### config.mk
export PLATFORM = sky130hd
export DESIGN_NAME = asl_top
export DESIGN_NICKNAME = d
export VERILOG_FILES = /design/src/rtl/asl_pkg.sv /design/src/rtl/asl_slot_if.sv /design/src/rtl/asl_slot_capture.sv /design/src/rtl/asl_top.sv
export SDC_FILE = /design/constraint.sdc
export NUM_CORES = 1
export LEC_CHECK = 0
export ABC_CLOCK_PERIOD_IN_PS = 6500
export BUFFER_PORTS_ARGS = -buffer_cell sky130_fd_sc_hd__buf_4
export CORE_UTILIZATION = 55
export CTS_BUF_LIST = sky130_fd_sc_hd__clkbuf_4 sky130_fd_sc_hd__clkbuf_8 sky130_fd_sc_hd__clkbuf_16
export DETAILED_ROUTE_END_ITERATION = 10
export HOLD_SLACK_MARGIN = 0.15
export PLACE_DENSITY = 0.84
export SYNTH_ARGS = -nofsm -noshare
export SYNTH_HDL_FRONTEND = slang
export SYNTH_SLANG_ARGS = --single-unit
### constraint.sdc
create_clock -name sys_clk_in -period 6.5 [get_ports sys_clk_in]
set_input_delay 1.3 -clock sys_clk_in [delete_from_list [all_inputs] [get_ports sys_clk_in]]
set_output_delay 1.3 -clock sys_clk_in [all_outputs]
set_load 0.005 [all_outputs]
### src/rtl/asl_pkg.sv
package asl_pkg;
  localparam logic [7:0] ADDR_SLOT_CTL = 8'h05;
  localparam logic [7:0] ADDR_BATTERY = 8'h06;
  localparam logic [7:0] ADDR_LIM_RATE = 8'h07;
  localparam logic [7:0] ADDR_LIM_THR = 8'h08;
  localparam logic [7:0] ADDR_INFLECT = 8'h09;
  localparam logic [7:0] ADDR_STATUS = 8'h0A;

  localparam logic [7:0] RST_SLOT_CTL = 8'h00;
  localparam logic [7:0] RST_BATTERY = 8'h00;
  localparam logic [7:0] RST_LIM_RATE = 8'hA4;
  localparam logic [7:0] RST_LIM_THR = 8'h51;
  localparam logic [7:0] RST_INFLECT = 8'h22;

  localparam int WIDTH_BIT = 7;
  localparam int AUTO_SLOT_BIT = 4;
  localparam int TRACK_BIT = 2;
  localparam int GRED_BIT = 5;
  localparam int WARN_BIT = 0;

  localparam logic [1:0] MODE_OFF = 2'h0;
  localparam logic [1:0] MODE_ON = 2'h1;
  localparam logic [1:0] MODE_MUTE = 2'h2;
  localparam logic [1:0] MODE_COND = 2'h3;

  localparam logic [4:0] WORD_BITS_24 = 5'h18;
  localparam logic [4:0] WORD_BITS_16 = 5'h10;
  localparam logic [4:0] THR_MAX = 5'h1F;
  localparam logic [10:0] CNT_MAX = 11'h7FF;

  typedef struct packed {
    logic [7:0] slot_ctl;
    logic [7:0] lim_rate;
    logic [7:0] lim_thr;
    logic [7:0] inflect;
    logic [7:0] bat;
    logic [7:0] rdata;
    logic mute;
    logic lim_on;
    logic gred;
    logic warn;
    logic [4:0] thr;
  } asl_regs_s;

  typedef struct packed {
    logic [10:0] cnt;
    logic fs_d;
    logic [23:0] sh;
    logic [23:0] word;
    logic valid;
  } asl_cap_s;

  // bit clocks per chip slot
  function automatic logic [6:0] asl_bclks(input logic [2:0] code);
    case (code)
      3'h0: asl_bclks = 7'h10;
      3'h1: asl_bclks = 7'h18;
      3'h2: asl_bclks = 7'h20;
      3'h3: asl_bclks = 7'h30;
      default: asl_bclks = 7'h40;
    endcase
  endfunction

  // threshold code raised by battery drop times (slope + 1), saturated at THR_MAX
  function automatic logic [4:0] asl_track_thr(input logic [4:0] thr,
    input logic [7:0] drop, input logic [1:0] slope);
    logic [10:0] sum;
    sum = 11'(thr) + 11'(drop) * 11'({1'b0, slope} + 3'h1);
    asl_track_thr = (sum > 11'(THR_MAX)) ? THR_MAX : sum[4:0];
  endfunction
endpackage

### src/rtl/asl_slot_if.sv
`timescale 1ns/10ps
`default_nettype none
interface asl_slot_if;
  logic [3:0] slot_idx;
  logic [6:0] bclks;
  logic w16;
  logic [23:0] word;
  logic valid;
  modport cfg (output slot_idx, bclks, w16, input word, valid);
  modport cap (input slot_idx, bclks, w16, output word, valid);
endinterface
`default_nettype wire

### src/rtl/asl_slot_capture.sv
`timescale 1ns/10ps
`default_nettype none
module asl_slot_capture (
  input wire logic sys_clk_in,
  input wire logic sys_rst_in,
  input wire logic bclk_tick_in,
  input wire logic fsync_in,
  input wire logic serial_audio_in,
  asl_slot_if.cap slot
);
  asl_pkg::asl_cap_s st;
  asl_pkg::asl_cap_s next_st;
  logic [10:0] start;
  logic [10:0] stop;

  // slot offset and word end from the frame boundary
  assign start = 11'(slot.slot_idx) * 11'(slot.bclks);
  assign stop = start + 11'(slot.w16 ? asl_pkg::WORD_BITS_16
                                     : asl_pkg::WORD_BITS_24);

  always_comb
  begin
    logic [10:0] cnt;
    cnt = st.cnt;
    next_st = st;
    next_st.valid = 1'b0;
    if (bclk_tick_in)
    begin
      next_st.fs_d = fsync_in;
      if (fsync_in && !st.fs_d)
        cnt = 11'h000;
      else if (st.cnt != asl_pkg::CNT_MAX)
        cnt = st.cnt + 11'h001;
      next_st.cnt = cnt;
      if (cnt >= start && cnt < stop)
      begin
        next_st.sh = {st.sh[22:0], serial_audio_in};
        if (cnt == stop - 11'h001)
        begin
          next_st.valid = 1'b1;
          next_st.word = slot.w16 ? {st.sh[14:0], serial_audio_in, 8'h00}
                                  : {st.sh[22:0], serial_audio_in};
        end
      end
    end
  end

  always_ff @(posedge sys_clk_in or posedge sys_rst_in)
  begin
    if (sys_rst_in)
      st <= '0;
    else
      st <= next_st;
  end

  assign slot.word = st.word;
  assign slot.valid = st.valid;

  chk_word_end_offset: assert property (@(posedge sys_clk_in)
    disable iff (sys_rst_in) st.valid |-> st.cnt == stop - 11'h001)
    else $error("word ended away from slot end");
  chk_short_word_pad: assert property (@(posedge sys_clk_in)
    disable iff (sys_rst_in) st.valid && slot.w16 |-> st.word[7:0] == 8'h00)
    else $error("16-bit word not left aligned");
  chk_valid_single: assert property (@(posedge sys_clk_in)
    disable iff (sys_rst_in) st.valid |=> !st.valid)
    else $error("word strobe longer than one cycle");
endmodule
`default_nettype wire

### src/rtl/asl_top.sv
`timescale 1ns/10ps
`default_nettype none
// Function
// - width bit set means 16-bit words, else 24
// - auto slot bit takes slot from address pins
// - battery register shows eight-bit reading, read-only
// - rate register resets A4, release/attack rate codes
// - tracking bit lets threshold follow battery voltage
// - mode 00 all off, 01 limiter on
// - mode 10 mutes while battery below inflection
// - mode 11 limiter engages only below inflection
// - threshold register resets 51, five-bit threshold code
// - slope code sets threshold-to-battery drop ratio
// - inflection compared with reading in same scale
// - status flag shows gain currently being reduced
// - slot spans programmed bit clocks, 000 is 16
module asl_top (
  input wire logic sys_clk_in,
  input wire logic sys_rst_in,
  input wire logic [7:0] reg_addr_in,
  input wire logic [7:0] reg_wdata_in,
  input wire logic reg_wr_in,
  input wire logic reg_rd_in,
  input wire logic [7:0] battery_level_in,
  input wire logic gain_reducing_in,
  input wire logic [1:0] addr_pin_in,
  input wire logic [2:0] bit_clocks_per_chip_in,
  input wire logic bclk_tick_in,
  input wire logic fsync_in,
  input wire logic serial_audio_in,
  output logic [7:0] reg_rdata_out,
  output logic mute_out,
  output logic limiter_active_out,
  output logic gain_reduced_flag_out,
  output logic battery_warning_out,
  output logic [4:0] attack_threshold_out,
  output logic [1:0] release_rate_sel_out,
  output logic [1:0] attack_rate_sel_out,
  output logic threshold_tracking_out,
  output logic [23:0] audio_word_out,
  output logic audio_valid_out
);
  asl_pkg::asl_regs_s st;
  asl_pkg::asl_regs_s next_st;
  asl_slot_if slot ();
  logic [1:0] limiter_mode_sel;
  logic below;

  assign limiter_mode_sel = st.lim_rate[1:0];
  // same code scale on both sides
  assign below = st.bat < st.inflect;

  // code n is slot n+1, index n from the frame start
  assign slot.slot_idx = st.slot_ctl[asl_pkg::AUTO_SLOT_BIT]
                         ? {2'b00, addr_pin_in} : st.slot_ctl[3:0];
  assign slot.bclks = asl_pkg::asl_bclks(bit_clocks_per_chip_in);
  assign slot.w16 = st.slot_ctl[asl_pkg::WIDTH_BIT];

  asl_slot_capture u_capture (
    .sys_clk_in(sys_clk_in),
    .sys_rst_in(sys_rst_in),
    .bclk_tick_in(bclk_tick_in),
    .fsync_in(fsync_in),
    .serial_audio_in(serial_audio_in),
    .slot(slot.cap)
  );

  always_comb
  begin
    next_st = st;
    next_st.bat = battery_level_in;
    if (reg_wr_in)
    begin
      if (reg_addr_in == asl_pkg::ADDR_SLOT_CTL)
        next_st.slot_ctl = reg_wdata_in;
      else if (reg_addr_in == asl_pkg::ADDR_LIM_RATE)
        next_st.lim_rate = reg_wdata_in;
      else if (reg_addr_in == asl_pkg::ADDR_LIM_THR)
        next_st.lim_thr = reg_wdata_in;
      else if (reg_addr_in == asl_pkg::ADDR_INFLECT)
        next_st.inflect = reg_wdata_in;
    end
    if (reg_rd_in)
    begin
      if (reg_addr_in == asl_pkg::ADDR_SLOT_CTL)
        next_st.rdata = st.slot_ctl;
      else if (reg_addr_in == asl_pkg::ADDR_BATTERY)
        next_st.rdata = st.bat;
      else if (reg_addr_in == asl_pkg::ADDR_LIM_RATE)
        next_st.rdata = st.lim_rate;
      else if (reg_addr_in == asl_pkg::ADDR_LIM_THR)
        next_st.rdata = st.lim_thr;
      else if (reg_addr_in == asl_pkg::ADDR_INFLECT)
        next_st.rdata = st.inflect;
      else if (reg_addr_in == asl_pkg::ADDR_STATUS)
      begin
        next_st.rdata = 8'h00;
        next_st.rdata[asl_pkg::GRED_BIT] = st.gred;
        next_st.rdata[asl_pkg::WARN_BIT] = st.warn;
      end
      else
        next_st.rdata = 8'h00;
    end
    next_st.mute = limiter_mode_sel == asl_pkg::MODE_MUTE && below;
    next_st.lim_on = limiter_mode_sel == asl_pkg::MODE_ON
                     || (limiter_mode_sel == asl_pkg::MODE_COND && below);
    next_st.gred = gain_reducing_in || st.mute;
    next_st.warn = st.bat <= st.inflect;
    if (st.lim_rate[asl_pkg::TRACK_BIT] && below)
      next_st.thr = asl_pkg::asl_track_thr(st.lim_thr[7:3],
                      st.inflect - st.bat, st.lim_thr[1:0]);
    else
      next_st.thr = st.lim_thr[7:3];
  end

  always_ff @(posedge sys_clk_in or posedge sys_rst_in)
  begin
    if (sys_rst_in)
    begin
      st <= '0;
      st.slot_ctl <= asl_pkg::RST_SLOT_CTL;
      st.bat <= asl_pkg::RST_BATTERY;
      st.lim_rate <= asl_pkg::RST_LIM_RATE;
      st.lim_thr <= asl_pkg::RST_LIM_THR;
      st.inflect <= asl_pkg::RST_INFLECT;
      st.thr <= asl_pkg::RST_LIM_THR[7:3];
    end
    else
      st <= next_st;
  end

  assign reg_rdata_out = st.rdata;
  assign mute_out = st.mute;
  assign limiter_active_out = st.lim_on;
  assign gain_reduced_flag_out = st.gred;
  assign battery_warning_out = st.warn;
  assign attack_threshold_out = st.thr;
  // rate codes drive the limiter timing
  assign release_rate_sel_out = st.lim_rate[7:6];
  assign attack_rate_sel_out = st.lim_rate[5:4];
  assign threshold_tracking_out = st.lim_rate[asl_pkg::TRACK_BIT];
  assign audio_word_out = slot.word;
  assign audio_valid_out = slot.valid;

  chk_mute_below: assert property (@(posedge sys_clk_in)
    disable iff (sys_rst_in)
    mute_out == $past(limiter_mode_sel == asl_pkg::MODE_MUTE && below))
    else $error("mute does not follow mode and battery");
  chk_limiter_engage: assert property (@(posedge sys_clk_in)
    disable iff (sys_rst_in)
    $past(limiter_mode_sel == asl_pkg::MODE_COND) |->
    limiter_active_out == $past(below))
    else $error("conditional limiter wrong");
  chk_mode_off: assert property (@(posedge sys_clk_in)
    disable iff (sys_rst_in)
    $past(limiter_mode_sel == asl_pkg::MODE_OFF) |->
    !limiter_active_out && !mute_out)
    else $error("limiter or mute active in off mode");
  chk_battery_read: assert property (@(posedge sys_clk_in)
    disable iff (sys_rst_in)
    reg_rd_in && reg_addr_in == asl_pkg::ADDR_BATTERY
    && !$past(sys_rst_in) |=> reg_rdata_out == $past(battery_level_in, 2))
    else $error("battery read-back wrong");
  chk_flag_sets: assert property (@(posedge sys_clk_in)
    disable iff (sys_rst_in)
    $past(gain_reducing_in) |-> gain_reduced_flag_out)
    else $error("gain reduced flag missing");
  chk_fixed_thr: assert property (@(posedge sys_clk_in)
    disable iff (sys_rst_in)
    $past(!st.lim_rate[asl_pkg::TRACK_BIT]) |->
    attack_threshold_out == $past(st.lim_thr[7:3]))
    else $error("fixed threshold moved");
  chk_slope_drop: assert property (@(posedge sys_clk_in)
    disable iff (sys_rst_in)
    $past(st.lim_rate[asl_pkg::TRACK_BIT]
    && {1'b0, st.bat} + 9'h001 == {1'b0, st.inflect}
    && st.lim_thr[7:3] < 5'h10) |->
    attack_threshold_out == $past(st.lim_thr[7:3]) + 5'h01
    + 5'($past(st.lim_thr[1:0])))
    else $error("threshold slope wrong");
  chk_rate_write: assert property (@(posedge sys_clk_in)
    disable iff (sys_rst_in)
    reg_wr_in && reg_addr_in == asl_pkg::ADDR_LIM_RATE |=>
    release_rate_sel_out == $past(reg_wdata_in[7:6])
    && attack_rate_sel_out == $past(reg_wdata_in[5:4]))
    else $error("rate codes not written");
  chk_slot_len: assert property (@(posedge sys_clk_in)
    disable iff (sys_rst_in)
    bit_clocks_per_chip_in == 3'h0 |-> slot.bclks == 7'h10)
    else $error("code 000 not sixteen bit clocks");
  chk_auto_slot: assert property (@(posedge sys_clk_in)
    disable iff (sys_rst_in)
    st.slot_ctl[asl_pkg::AUTO_SLOT_BIT] |-> slot.slot_idx[3:2] == 2'b00)
    else $error("auto slot beyond pin range");
  chk_warn_level: assert property (@(posedge sys_clk_in)
    disable iff (sys_rst_in)
    !$past(sys_rst_in) |->
    battery_warning_out == $past(st.bat <= st.inflect))
    else $error("battery warning level wrong");
  chk_status_read: assert property (@(posedge sys_clk_in)
    disable iff (sys_rst_in)
    reg_rd_in && reg_addr_in == asl_pkg::ADDR_STATUS |=>
    reg_rdata_out[asl_pkg::GRED_BIT] == $past(gain_reduced_flag_out))
    else $error("status flag read-back wrong");
  chk_mute_flag: assert property (@(posedge sys_clk_in)
    disable iff (sys_rst_in)
    mute_out |=> gain_reduced_flag_out)
    else $error("mute without gain reduced flag");
endmodule
`default_nettype wire

==> qor.yml <==
dr_total_vias: 5766
core_area_um2: 13900
syn_to_final_growth_pct: 15.2
hold_buffers: 0
nets: 892
min_from: "mute_out"
ir_drop_v: 0.000211
synth-edff-count: 0
required_ps: 6820
setup_ws_ps: 583
r2r-start: "st[18]"
worst_setup_path_end_kind: "flop"
drive_gt1_share_pct: 30.9
wirelength_mm: 17.3
dpl.hpwl_mm: 12.2
rows: 43
dieArea_um2: 14800
post-route-drc-count: 0
syn-num-nets: 845
seq_area_frac_synth_pct: 37.3
cts_sinks: 117
post_cts_buffers: 0
avgSynthCellArea_um2: 10.7
drtAntennaViolNets: 0
crit_chain: "buf_4, or3_1, or2_2, fa_1, inv_1, fa_1, fa_1, inv_1, a2111oi_2, buf_4, xnor3_1, nor2_1, nand2_1, xnor3_1, nand4b_4, buf_12, mux2_2"
fin_crit_sh_pct: 91.0
finClkSkew_ps: 10.9
cts_resized: 0
wire_per_inst_um: 17.8
layout_commonest_cell: "dfrtp_1"
die_h_um: 122
drtIter0Drc: 479
period_needed_ps: 5920
startpoint: "bit_clocks_per_chip_in[1]"
worst_pin_slew_ps: 1260
syn_area_um2: 7890
hold_slack_ps: 466
place.gp.congestion: 0.925
final_cell_mix: "107 x dfrtp_1, 89 x buf_4, 76 x mux2_2"
max-slew-margin-rel_pct: 15.2
io_pins: 84
outcome: "finished, final reports clean"
vias_per_cell: 5.91
synth.distinct_cells: 63
hold_path.class: "reg -> reg"
firstDrtPassIters: 5
grt_pass1_vias: 5839
nFillCells: 1030
leakage_nw: 4.47
cts_tree: "built"
root_buffer: "clkbuf_16"
rsz0062_at_grt: "no"
grt_max_degree: 65
start_util_pct: 56.6
worstSetupPathType: "in -> reg"
clockBufferDepth: 2
grt-ovfl-total: 0
diodes: 0
critPathLaunchType: "primary input"
antenna_found_initial: 0
synthFlopType: "dfrtp_1"
cts_buffers: 17
track_usage_pct: 25.7
synth_seq_cells: 117
crit_top_cell: "fa_1"
setup_tns_ps: 0
place_ws_ps: 157
ys_warn_count: 0
crit_slowest_cell: "fa_1"
portBuffers: 83
slowest_delay_ps: 630
die_w_um: 122
crit_arrival_ps: 6230
slew_violations: 0
clk_pin_slew_ps: 60
clk_latency_ps: 430
timing.max_cap.violations: 0
setup_viol: 0
syn-instance-count: 736
synthArstFlopShare_pct: 100
crit_path_max_fanout: 24
max_freq_ghz: 0.169
cts_htree_levels: 4
finalHoldViolCount: 0
power.density_nw_per_um2: 288
grt_pass1_wl_mm: 29.0
-- report_power, final --
| part | switching, mW | leakage [nW] | internal [mW] | total, mW |
|---|---|---|---|---|
| Sequential | 0.114 | 1.50 | 0.842 | 0.956 |
| Combinational | 0.246 | 2.63 | 0.310 | 0.556 |
| Clock | 0.350 | 0.339 | 0.751 | 1.10 |
| Total | 0.711 | 4.47 | 1.90 | 2.61 |
-- per-layer routing --
metal,track usage [%],wire length [um],vias to the layer above
met4,11.4,459,0
li1,-,-,2668
met5,0,0,-
met3,6.37,1070,42
met2,39.5,8010,202
met1,34.4,7800,2854
-- stage by stage --
stage          area (um2)  utilization (%)  power [mW]  cells
2_1_floorplan        7890                -        1.37    736
3_3_place_gp         8400             60.2        1.49    944
3_5_place_dp         8400             60.2        1.52    944
4_1_cts              9080             65.2        2.62    976
5_1_grt              9080             65.2        2.73    976
6_report             9080             65.2        2.61    976
-- logic make-up (layout without fill, tap and decap cells) --
kind of cell	after synthesis	count (layout)	synth area share, %
AND/OR/NAND/NOR	174	174	11.9
AO/OA/AOI/OAI	131	131	11.3
flip-flops	117	117	37.3
buffers and inverters	114	174	7.70
multiplexers	100	100	15.2
adder cells (fa/ha/maj)	72	72	12.9
XOR/XNOR	28	28	3.82
-- synth_stat cells, types with 5 or more instances --
cell      instances  share of area [%]
mux2_4           20                3.8
clkbuf_1         12               0.57
inv_1            52                2.5
dfrtp_1         107                 34
or2_2             7               0.56
nor4_1            5               0.40
fa_1             15                3.8
nor3b_1           7               0.67
a21oi_1          33                2.1
nand3_1           9               0.57
a21o_1            5               0.48
nand2_1          30                1.4
nor2b_1          17                1.3
nor2_1           43                2.0
nand2b_1         11               0.87
o21ai_0          25                1.6
xor2_1            7               0.78
ha_1             57                9.0
a222oi_1          6               0.76
dfstp_2          10                3.3
o21a_1           13                1.2
a21boi_0          5               0.48
buf_2             5               0.32
buf_4            42                4.0
and2_1            9               0.71
a31oi_1          11               0.87
mux2_2           76                 11
nor3_1           10               0.63
a22oi_1           6               0.57
nand4_1           6               0.48
xnor2_1          17                1.9
-- registers in the layout (all words and copies together), names as in the netlist --
signal                  flops
gain_reduced_flag_out       1
attack_threshold_out        5
slot.w16                    1
reg_rdata_out               8
limiter_active_out          1
limiter_mode_sel            2
threshold_tracking_out      1
attack_rate_sel_out         2
u_capture.slot.word        24
u_capture.slot.valid        1
release_rate_sel_out        2
mute_out                    1
battery_warning_out         1
st                         32
u_capture.st               35
-- path summary, 6_finish.rpt --
kind | endpoint | cells after the start | slack (ps)
worst max-delay path | u_capture.slot.word[20] | 17 | 580
worst min-delay path | gain_reduced_flag_out | 1 | 470
worst max register to register | attack_threshold_out[0] | 18 | 1140
worst min register to register | gain_reduced_flag_out | 1 | 470
max in group asynchronous | st[23] | 3 | 4290
min in group asynchronous | u_capture.st[53] | 2 | 970
-- critical path: cells and delay by family --
kind / cells / cell delay [ps]
mux: 1 / 350
buf+inv: 5 / 680
xor+xnor: 2 / 690
fa+ha+maj: 3 / 1690
compound gates: 1 / 370
simple gates: 5 / 1140
-- area by class of cell --
| class | instances | area, um2 | area share [%] |
|---|---|---|---|
| clock buffer | 21 | 468 | 5.15 |
| clock inverter | 11 | 220 | 2.42 |
| inverter | 52 | 198 | 2.18 |
| multi-input combinational | 505 | 4340 | 47.8 |
| sequential | 117 | 2940 | 32.4 |
| tap | 180 | 225 | 2.48 |
| timing repair buffer | 90 | 688 | 7.58 |
Note: power is estimated with default switching activity, not from simulation.
